===== src/core/cfi_defs.svh =====
// register offsets, field positions and reset values of the fifo interrupt block
`ifndef CFI_DEFS_SVH
`define CFI_DEFS_SVH
// ----------------------------------------------------------------------------
// byte offsets on the register bus
// ----------------------------------------------------------------------------
`define CFI_OFS_CTRL    5'h00
`define CFI_OFS_CFG     5'h04
`define CFI_OFS_EVT     5'h08
`define CFI_OFS_CLR     5'h0c
`define CFI_OFS_IEN     5'h10
// ----------------------------------------------------------------------------
// field positions
// ----------------------------------------------------------------------------
`define CFI_TX_IE_LSB   24
`define CFI_RX_IE_LSB   16
`define CFI_TX_IF_LSB   8
`define CFI_RX_IF_LSB   0
`define CFI_OVF_POS     3
`define CFI_DIR_POS     0
`define CFI_FLAG_MASK   32'h0000_070f
`define CFI_IMPL_MASK   32'h070f_070f
// ----------------------------------------------------------------------------
// reset values
// ----------------------------------------------------------------------------
`define CFI_TX_IE_RST   3'h0
`define CFI_RX_IE_RST   4'h0
`define CFI_OVF_RST     1'b0
`define CFI_DIR_RST     1'b0
`define CFI_WORD_RST    32'h0000_0000
`endif


===== src/core/cfi_pkg.sv =====
// types shared by the fifo interrupt block
package cfi_pkg;

  typedef enum logic [1:0]
  {
    CFI_IDLE = 2'b01,
    CFI_ACK  = 2'b10
  } cfi_bus_state_e;

  typedef struct packed
  {
    logic tx_space;
    logic tx_half;
    logic tx_drained;
    logic rx_full;
    logic rx_half;
    logic rx_pending;
  } cfi_flags_s;

endpackage


===== src/core/cfi_flag_if.sv =====
// carrier between the register block and the flag evaluator
interface cfi_flag_if
  import cfi_pkg::*;
#(
  parameter int unsigned LVL_W = 6
);
  logic [LVL_W-1:0] level;
  logic             transmit;
  cfi_flags_s       flags;

  modport ctrl (output level, output transmit, input flags);
  modport eval (input level, input transmit, output flags);
endinterface


===== src/core/cfi_flag_eval.sv =====
// turns the live fifo occupancy into registered status flags
module cfi_flag_eval
  import cfi_pkg::*;
#(
  parameter int unsigned DEPTH = 32,
  parameter int unsigned LVL_W = 6
)
(
  input  wire logic sys_clk_i,
  input  wire logic arst_n_i,
  cfi_flag_if.eval  flg
);

  localparam logic [LVL_W-1:0] FULL = LVL_W'(DEPTH);
  localparam logic [LVL_W-1:0] HALF = LVL_W'(DEPTH / 2);

  cfi_flags_s next_flags;

  // ----------------------------------------------------------------------------
  // flag evaluation
  // ----------------------------------------------------------------------------
  // flags of the other direction are forced low here; the registered copy drops them one edge after a direction change
  always_comb
  begin
    next_flags = '0;
    if (flg.transmit)
    begin
      next_flags.tx_space   = (flg.level < FULL);
      next_flags.tx_half    = (flg.level <= HALF);
      next_flags.tx_drained = (flg.level == '0);
    end
    else
    begin
      next_flags.rx_full    = (flg.level == FULL);
      next_flags.rx_half    = (flg.level >= HALF);
      next_flags.rx_pending = (flg.level != '0);
    end
  end

  always_ff @(posedge sys_clk_i or negedge arst_n_i)
  begin
    if (!arst_n_i)
      flg.flags <= '0;
    else
      flg.flags <= next_flags;
  end
endmodule


===== src/core/cfi_top.sv =====
// fifo interrupt enable and status flag block with its register slave
// Behaviour
// - three tx enables at bits 26..24
// - four rx enables at bits 19..16
// - tx bit 10 high while space remains
// - tx bit 9 high at or below half
// - tx bit 8 high when fifo empty
// - receive mode: tx flags read zero
// - transmit mode: rx flags read zero
// - overflow in receive mode sets bit 3; software clears it
// - rx bit 2 high while fifo full
// - rx bit 1 high at half or more
// - rx bit 0 high while not empty
// - live flags ignore software writes
// - unused bits zero; enables, overflow reset zero
`include "cfi_defs.svh"
module cfi_top
  import cfi_pkg::*;
#(
  parameter int unsigned DEPTH = 32,
  parameter int unsigned LVL_W = $clog2(DEPTH + 1)
)
(
  input  wire logic              sys_clk_i,
  input  wire logic              arst_n_i,
  input  wire logic [4:0]        avs_address_i,
  input  wire logic              avs_read_i,
  input  wire logic              avs_write_i,
  input  wire logic [31:0]       avs_writedata_i,
  input  wire logic [3:0]        avs_byteenable_i,
  output logic      [31:0]       avs_readdata_o,
  output logic                   avs_waitrequest_o,
  input  wire logic [LVL_W-1:0]  fill_level_i,
  input  wire logic              overflow_event_i,
  output logic                   fifo_irq_o,
  output logic                   irq_o
);

  // ----------------------------------------------------------------------------
  // state
  // ----------------------------------------------------------------------------
  cfi_bus_state_e   bus_state;
  cfi_bus_state_e   next_bus_state;
  logic [2:0]       tx_irq_en;
  logic [3:0]       rx_irq_en;
  logic             rx_overrun_flag;
  logic             fifo_direction_transmit;
  logic [31:0]      evt_status;
  logic [31:0]      evt_enable;
  logic [31:0]      flag_prev;
  logic [31:0]      ctrl_view;
  logic [31:0]      flag_vec;
  logic [31:0]      evt_set;
  logic [31:0]      evt_clr;
  logic [31:0]      next_rdata;
  logic [31:0]      be_mask;
  logic             req;
  logic             wr_take;
  logic             ovf_clear;
  logic             ovf_set;

  cfi_flag_if #(.LVL_W(LVL_W)) flg ();

  cfi_flag_eval #(
    .DEPTH (DEPTH),
    .LVL_W (LVL_W)
  ) u_eval (
    .sys_clk_i (sys_clk_i),
    .arst_n_i  (arst_n_i),
    .flg       (flg)
  );

  assign flg.level    = fill_level_i;
  assign flg.transmit = fifo_direction_transmit;

  // ----------------------------------------------------------------------------
  // register bus handshake
  // ----------------------------------------------------------------------------
  // every access costs one wait cycle; read data is captured in that cycle so
  // the master sees a stable word at the edge where waitrequest drops
  assign req               = avs_read_i | avs_write_i;
  assign avs_waitrequest_o = req & (bus_state != CFI_ACK);
  assign wr_take           = avs_write_i & (bus_state == CFI_ACK);

  always_comb
  begin
    case (bus_state)
      CFI_IDLE:
        next_bus_state = req ? CFI_ACK : CFI_IDLE;
      CFI_ACK:
        next_bus_state = CFI_IDLE;
      default:
        next_bus_state = CFI_IDLE;
    endcase
  end

  always_ff @(posedge sys_clk_i or negedge arst_n_i)
  begin
    if (!arst_n_i)
      bus_state <= CFI_IDLE;
    else
      bus_state <= next_bus_state;
  end

  genvar gi;
  generate
    for (gi = 0; gi < 4; gi++)
    begin : g_be
      assign be_mask[gi*8 +: 8] = {8{avs_byteenable_i[gi]}};
    end
  endgenerate

  // ----------------------------------------------------------------------------
  // control and status word
  // ----------------------------------------------------------------------------
  // flags are masked here too, so a direction change never shows a stale flag
  assign ctrl_view = {5'h00, tx_irq_en, 4'h0, rx_irq_en,
                      5'h00,
                      {3{fifo_direction_transmit}} & {flg.flags.tx_space,
                      flg.flags.tx_half, flg.flags.tx_drained},
                      4'h0,
                      rx_overrun_flag & ~fifo_direction_transmit,
                      {3{~fifo_direction_transmit}} & {flg.flags.rx_full,
                      flg.flags.rx_half, flg.flags.rx_pending}};

  always_ff @(posedge sys_clk_i or negedge arst_n_i)
  begin
    if (!arst_n_i)
      tx_irq_en <= `CFI_TX_IE_RST;
    else if (wr_take && avs_address_i == `CFI_OFS_CTRL && avs_byteenable_i[3])
      tx_irq_en <= avs_writedata_i[`CFI_TX_IE_LSB +: 3];
  end

  always_ff @(posedge sys_clk_i or negedge arst_n_i)
  begin
    if (!arst_n_i)
      rx_irq_en <= `CFI_RX_IE_RST;
    else if (wr_take && avs_address_i == `CFI_OFS_CTRL && avs_byteenable_i[2])
      rx_irq_en <= avs_writedata_i[`CFI_RX_IE_LSB +: 4];
  end

  // writing a zero clears the overrun flag, writing a one leaves it alone;
  // an overrun arriving in the same cycle as the clear keeps the flag set
  assign ovf_clear = wr_take && avs_address_i == `CFI_OFS_CTRL && avs_byteenable_i[0]
                     && !avs_writedata_i[`CFI_OVF_POS];
  assign ovf_set   = overflow_event_i & ~fifo_direction_transmit;

  always_ff @(posedge sys_clk_i or negedge arst_n_i)
  begin
    if (!arst_n_i)
      rx_overrun_flag <= `CFI_OVF_RST;
    else if (ovf_set)
      rx_overrun_flag <= 1'b1;
    else if (ovf_clear)
      rx_overrun_flag <= 1'b0;
  end

  // the live flags have no storage here, so bus writes cannot reach them

  always_ff @(posedge sys_clk_i or negedge arst_n_i)
  begin
    if (!arst_n_i)
      fifo_direction_transmit <= `CFI_DIR_RST;
    else if (wr_take && avs_address_i == `CFI_OFS_CFG && avs_byteenable_i[0])
      fifo_direction_transmit <= avs_writedata_i[`CFI_DIR_POS];
  end

  // ----------------------------------------------------------------------------
  // interrupt requests
  // ----------------------------------------------------------------------------
  // ctrl_view already holds zero for flags of the other direction, so only
  // applicable flags can raise the request
  assign fifo_irq_o = |({tx_irq_en, rx_irq_en} &
                        {ctrl_view[`CFI_TX_IF_LSB +: 3], ctrl_view[`CFI_RX_IF_LSB +: 4]});

  // sticky events fire on each rising flag; a direction change can raise some
  assign flag_vec = ctrl_view & `CFI_FLAG_MASK;
  assign evt_set  = flag_vec & ~flag_prev;
  assign evt_clr  = (wr_take && avs_address_i == `CFI_OFS_CLR)
                    ? (avs_writedata_i & be_mask) : `CFI_WORD_RST;

  always_ff @(posedge sys_clk_i or negedge arst_n_i)
  begin
    if (!arst_n_i)
      flag_prev <= `CFI_WORD_RST;
    else
      flag_prev <= flag_vec;
  end

  always_ff @(posedge sys_clk_i or negedge arst_n_i)
  begin
    if (!arst_n_i)
      evt_status <= `CFI_WORD_RST;
    else
      evt_status <= ((evt_status & ~evt_clr) | evt_set) & `CFI_FLAG_MASK;
  end

  always_ff @(posedge sys_clk_i or negedge arst_n_i)
  begin
    if (!arst_n_i)
      evt_enable <= `CFI_WORD_RST;
    else if (wr_take && avs_address_i == `CFI_OFS_IEN)
      evt_enable <= ((evt_enable & ~be_mask) | (avs_writedata_i & be_mask))
                    & `CFI_FLAG_MASK;
  end

  assign irq_o = |(evt_status & evt_enable);

  // ----------------------------------------------------------------------------
  // read data
  // ----------------------------------------------------------------------------
  always_comb
  begin
    case (avs_address_i)
      `CFI_OFS_CTRL:
        next_rdata = ctrl_view;
      `CFI_OFS_CFG:
        next_rdata = {31'h0000_0000, fifo_direction_transmit};
      `CFI_OFS_EVT:
        next_rdata = evt_status;
      `CFI_OFS_IEN:
        next_rdata = evt_enable;
      default:
        next_rdata = `CFI_WORD_RST;
    endcase
  end

  always_ff @(posedge sys_clk_i or negedge arst_n_i)
  begin
    if (!arst_n_i)
      avs_readdata_o <= `CFI_WORD_RST;
    else if (avs_read_i && bus_state == CFI_IDLE)
      avs_readdata_o <= next_rdata;
  end
endmodule


===== config.mk =====
export PLATFORM = sky130hd
export DESIGN_NAME = cfi_top
export DESIGN_NICKNAME = d
export VERILOG_FILES = /design/src/core/cfi_pkg.sv /design/src/core/cfi_flag_if.sv /design/src/core/cfi_flag_eval.sv /design/src/core/cfi_top.sv
export VERILOG_INCLUDE_DIRS = /design/src /design/src/core
export SDC_FILE = /design/constraint.sdc
export NUM_CORES = 1
export LEC_CHECK = 0
export BUFFER_PORTS_ARGS = -buffer_cell sky130_fd_sc_hd__clkbuf_2
export CAP_MARGIN = 20
export CORE_ASPECT_RATIO = 0.5
export CORE_MARGIN = 2
export CORE_UTILIZATION = 49
export CTS_CLUSTER_DIAMETER = 50
export DETAILED_ROUTE_END_ITERATION = 12
export GPL_ROUTABILITY_DRIVEN = 0
export GPL_TIMING_DRIVEN = 1
export HOLD_SLACK_MARGIN = 0.05
export PLACE_DENSITY = 0.79
export SETUP_SLACK_MARGIN = 0.3
export SYNTH_ARGS = -nofsm -noshare
export SYNTH_HDL_FRONTEND = slang
export SYNTH_SLANG_ARGS = --single-unit

===== constraint.sdc =====
create_clock -name sys_clk_i -period 2.1 [get_ports sys_clk_i]
set_input_delay 0 -clock sys_clk_i [delete_from_list [all_inputs] [get_ports sys_clk_i]]
set_output_delay 0 -clock sys_clk_i [all_outputs]
set_load 0.05 [all_outputs]

**Word-level counts from Yosys, hierarchy flattened**

Cells that the tools add are included.
Widths: inputs -> output; s select.

- Flip-flop bits (word level): 70
- Output and inout bits: 35

- Order comparisons: 3
- Equality and inequality tests: 8
- Mux-type cells: 8
- Bitwise gates (word level): 19
- Reduce and logical (&&, ||, !) cells: 17

Operators by type and width:

| kind | number |
|---|---|
| $pmux 27 s4 | 1 |
| $and 11x11->11 | 5 |
| $not 11->11 | 3 |
| $reduce_or 32->1 | 1 |
| $or 11x11->11 | 2 |
| $mux 11 | 1 |
| $eq 5x4->1 const B | 2 |
| $logic_and 1x1->1 | 10 |
| $and 7x7->7 | 1 |
| $reduce_or 7->1 | 1 |
| $and 3x3->3 | 2 |
| $eq 6x6->1 const B | 1 |
| $ge 6x5->1 const B | 1 |
| $le 6x5->1 const B | 1 |
| $logic_not 6->1 | 1 |
| $lt 6x6->1 const B | 1 |
| $mux 3 | 2 |
| $reduce_bool 6->1 | 1 |
| $eq 5x3->1 const B | 1 |
| $eq 5x5->1 const B | 1 |
| $logic_not 5->1 | 1 |
| $and 1x1->1 | 4 |
| $mux 2 | 2 |
| $eq 2x1->1 const B | 1 |
| 7 further kinds | 8 |

**Longest topological paths before layout**

- Depth after elaboration: 7
- Gate-level depth with buffers: 5
- Gate-level depth less buffers: 4

**Modules after synthesis**

A second synthesis with hierarchy kept.

- Cell total of the unflattened synthesis: 222
- Area total of the unflattened synthesis: 2,426.1 um2

Modules (own cells, without submodules):

| module | instances | cells each | area an instance (um2) | sequential area each (um2) |
|---|---|---|---|---|
| cfi_top | 1 | 206 | 2,210.9 | 1,152.4 |
| cfi_flag_eval | 1 | 16 | 215.2 | 150.1 |

**Worst setup path after synthesis**

No wires, ideal clock.

- Path kind: reg2reg
- Start: reg bus_state[0]
- End: reg rx_irq_en[0]
- Data arrival time: 1,408 ps
- Data required time: 1,973 ps
- Setup slack: 565 ps
- Cell stages (with the launch flop): 6
- Path buffers: 2
- Path through: dfstp_2 and3b_1 clkbuf_1 and3_1 buf_4 mux2_1

- Longest elaborated chain between the ends: 4

Ends and longest elaborated chain:

| element | line | text |
|---|---|---|
| from (decl) | cfi_top.sv:42 | `cfi_bus_state_e bus_state;` |
| from (signal assigned) | cfi_top.sv:102 | `bus_state <= next_bus_state;` |
| $eq 2x2->1 | cfi_top.sv:83 | `assign wr_take = avs_write_i & (bus_state == CFI_ACK);` |
| $and 1x1->1 | cfi_top.sv:83 |  |
| $logic_and 1x1->1 (no line) | -- |  |
| $logic_and 1x1->1 | cfi_top.sv:138 | `` else if (wr_take && avs_address_i == `CFI_OFS_CTRL && avs_byteenable_i[2]) `` |
| to (signal assigned) | cfi_top.sv:137 | `` rx_irq_en <= `CFI_RX_IE_RST; `` |
| to (signal assigned) | cfi_top.sv:139 | `` rx_irq_en <= avs_writedata_i[`CFI_RX_IE_LSB +: 4]; `` |
| to (decl) | cfi_top.sv:45 | `logic [3:0] rx_irq_en;` |

Every way passes these cells.
A chain may end at the register's enable or synchronous reset.

**Worst setup path in the final report**

- Start: reg fifo_direction_transmit
- End: out fifo_irq_o

- Longest elaborated chain between the ends: 4
- Elaborated cells on any way between the ends: 6

Ends and longest elaborated chain:

| element | line | text |
|---|---|---|
| from (decl) | cfi_top.sv:47 | `logic fifo_direction_transmit;` |
| from (signal assigned) | cfi_top.sv:163 | `` fifo_direction_transmit <= `CFI_DIR_RST; `` |
| from (signal assigned) | cfi_top.sv:165 | `` fifo_direction_transmit <= avs_writedata_i[`CFI_DIR_POS]; `` |
| $not 1->1 | cfi_top.sv:123 | `{3{~fifo_direction_transmit}} & {flg.flags.rx_full,` |
| $and 3x3->3 | cfi_top.sv:123 |  |
| via ctrl_view[1] | cfi_top.sv:51 | `logic [31:0] ctrl_view;` |
| $and 7x7->7 | cfi_top.sv:173 | `assign fifo_irq_o = \|({tx_irq_en, rx_irq_en} &` |
| $reduce_or 7->1 | cfi_top.sv:173 |  |
| to (decl) | cfi_top.sv:35 | `output logic fifo_irq_o,` |

The timed path passes the listed nets, and every way through them passes these cells.

==> flow_metrics.env <==
export IMPL_power_frac_seq=0.525
export IMPL_firstDrtPassIters=7
export IMPL_rr_startpoint="bus_state[0]"
export IMPL_grt_max_degree=25
export IMPL_hold_start="avs_byteenable_i[0]"
export IMPL_drc_errors=0
export IMPL_nets=342
export IMPL_synth_adder_area_share=0.00423
export IMPL_internal_power_uw=1430
export IMPL_wl_per_cell_um=15.9
export IMPL_slew_headroom=0.617
export IMPL_worstMarginPinSlew_ns=0.575
export IMPL_synth_compound_area_share=0.153
export IMPL_antenna_found_initial=0
export IMPL_fin_setup_tns_ns=0
export IMPL_switching_share=0.319
export IMPL_worstPathArrival_ns=1.73
export IMPL_combPwrFrac=0.214
export IMPL_design_core_area_mm2=0.00453
export IMPL_antennaDiodeCount=0
export IMPL_avgSynthCellArea_um2=11.2
export IMPL_setup_ws_ns=0.373
export IMPL_worstPathMaxFanout=10
export IMPL_hold_path_depth=4
export IMPL_finalCritPeriodShare=0.822
export IMPL_htreeDepth=2
export IMPL_ys_seq_area_frac=0.550
export IMPL_synth_area_leaders="dfrtp_1, a22o_1, buf_4"
export IMPL_skew_ns=0.00662
export IMPL_ant_nets=0
export IMPL_p_per_area_mw_per_mm2=712
export IMPL_ys_types=37
export IMPL_die_area_mm2=0.00544
export IMPL_via_per_inst=5.42
export IMPL_std_cell_rows=17
export IMPL_start_kind="register"
export IMPL_cts_tree="yes"
export IMPL_synth_ff_type="dfrtp_1"
export IMPL_outcome="finished, final reports clean"
export IMPL_num_vias=1928
export IMPL_cts_buffers=5
export IMPL_holdPathEnd="rx_overrun_flag"
export IMPL_drt_iter0_markers=133
export IMPL_die_h_um=53.2
export IMPL_wirelength_um=5670
export IMPL_synth_enable_flop_cells=0
export IMPL_synth_largest_area_cell="dfrtp_1"
export IMPL_finalHoldViolCount=0
export IMPL_synthMuxAreaShare=0.0755
export IMPL_syn_cell_area_mm2=0.00237
export IMPL_final_cell_mix="dfrtp_1, clkbuf_2, o21ai_0, dlygate4sd3_1, a22o_1"
export IMPL_hold_path_class="in -> reg"
export IMPL_power_uw=2110
export IMPL_gr_max_usage_layer="met2"
export IMPL_max_cap_violations=0
export IMPL_async_reset_ff_frac=1.00
export IMPL_grt_util_met1=0.294
export IMPL_synth_xor_area_frac=0
export IMPL_grt_setup_unrepaired="false"
export IMPL_clk_pin_slew_ns=0.09
export IMPL_synth_top_cell_area_share=0.539
export IMPL_layout_min_cycle_time_ns=1.73
export IMPL_clock_latency_ns=0.31
export IMPL_endpoint_kind="primary output"
export IMPL_crit_type="reg -> out"
export IMPL_fp_dieW_um=102
export IMPL_cts_path_max_buffers=2
export IMPL_start_util=0.523
export IMPL_synthSimpleGateAreaFrac=0.127
export IMPL_drv_slew=0
export IMPL_r2r_cells=4
export IMPL_first_global_vias=1839
export IMPL_p_clk_frac=0.261
export IMPL_post_place_ws_ns=0.389
export IMPL_yosysWarningCount=0
export IMPL_setup_violations=0
export IMPL_num_io_pins=87
export IMPL_ys_ff_latch=52
export IMPL_holdWs_ns=0.0608
export IMPL_regToRegSetupSlack_ns=0.40
export IMPL_grtUsageTotal=0.226
export IMPL_max_freq_ghz=0.579
export IMPL_reg2reg_to="fifo_direction_transmit"
export IMPL_use_met2=0.379
export IMPL_gr_total_overflow=0
export IMPL_synth_top_family_by_area="compound AO/OA/AOI/OAI gates"
export IMPL_mostFrequentLayoutCell="dfrtp_1"
export IMPL_use_met3=0.0449
export IMPL_io_buffers=50
export IMPL_cts_root_buffer="clkbuf_8"
export IMPL_synth_cells=211
export IMPL_drive_gt1_frac=0.293
export IMPL_ir_worst_vdd_mv=0.457
export IMPL_worstPathRequired_ns=2.10
export IMPL_synthToLayoutAreaGrowth_pct=25.0
export IMPL_grt_pass1_wl_um=8960
export IMPL_leakagePower_uw=0.00150
export IMPL_cts_sinks=52
export IMPL_dp_hpwl_um=3920
export IMPL_switchingPower_uw=672
final cells by class:
cell class	count	area, um2
clock buffer	6	72.6
clock inverter	1	5.00
fill	350	1570
inverter	12	45.0
multi-input combinational	139	921
sequential	52	1300
tap	66	82.6
timing repair buffer	80	531
power by group through the flow:
stage               registers, uW  logic [uW]  clock network [uW]
floorplan                    1120         286                   0
global placement             1120         395                   0
detailed placement           1120         404                   0
CTS                          1100         434                 554
global route                 1110         489                 592
finish                       1110         452                 549
critical path, stage by stage (launching register included):
cell	delay, ns
dfrtp_2	0.47
nand2b_1	0.21
inv_1	0.09
a222oi_1	0.29
nand3_1	0.13
clkbuf_4	0.23
routing by layer:
| layer | share of wire | wire, um |
|---|---|---|
| met5 | 0 | 0 |
| met4 | 0.023 | 133 |
| met3 | 0.071 | 405 |
| met2 | 0.48 | 2710 |
| met1 | 0.43 | 2420 |
cell usage after synthesis (2+ instances only):
library cell	instances
a22o_1	20
nand3_1	2
inv_1	12
and3b_1	2
a22oi_1	4
nor2_1	8
dfrtp_1	51
nand2_1	17
o21ai_0	21
clkbuf_1	5
nor3_1	2
nand4_1	4
mux2_1	4
nor3_2	2
a21oi_1	2
and3_1	2
a222oi_1	2
buf_4	19
mux2_2	11
nand2b_1	4
worst max path at each step:
stage                     depth (start not counted)            to  slack [ns]                     from
after detailed placement                          5  rx_irq_en[0]        0.39         avs_address_i[3]
after CTS                                         5    fifo_irq_o        0.32  fifo_direction_transmit
after floorplan                                   5  rx_irq_en[0]        0.56             bus_state[0]
after global routing                              5    fifo_irq_o        0.29  fifo_direction_transmit
after global placement                            5  rx_irq_en[2]        0.42         avs_address_i[3]
final                                             5    fifo_irq_o        0.37  fifo_direction_transmit
stage by stage:
| stage | util | std cells | cell area (um2) |
|---|---|---|---|
| floorplan | - | 228 | 2430 |
| global placement | 0.582 | 324 | 2640 |
| detailed placement | 0.582 | 324 | 2640 |
| CTS | 0.646 | 352 | 2930 |
| global route | 0.653 | 356 | 2960 |
| finish | 0.653 | 356 | 2960 |
repair_timing:
item / 4_1_cts / 5_1_grt
setup endpoints to repair: 1 / 1
endpoints found under the hold margin: 53 / 0
pin swaps: 0 / 1
resized for setup: 1 / 3
buffers inserted: 0 / 4
hold buffers: 21 / 0
logic make-up after synthesis:
group	after synthesis
DFF	52
and+or+nand+nor	52
other	1
buffers and inverters	37
AOI/OAI and AO/OA	52
adders and majority gates	1
muxes	16
Note: power is estimated with default switching activity, not from simulation.
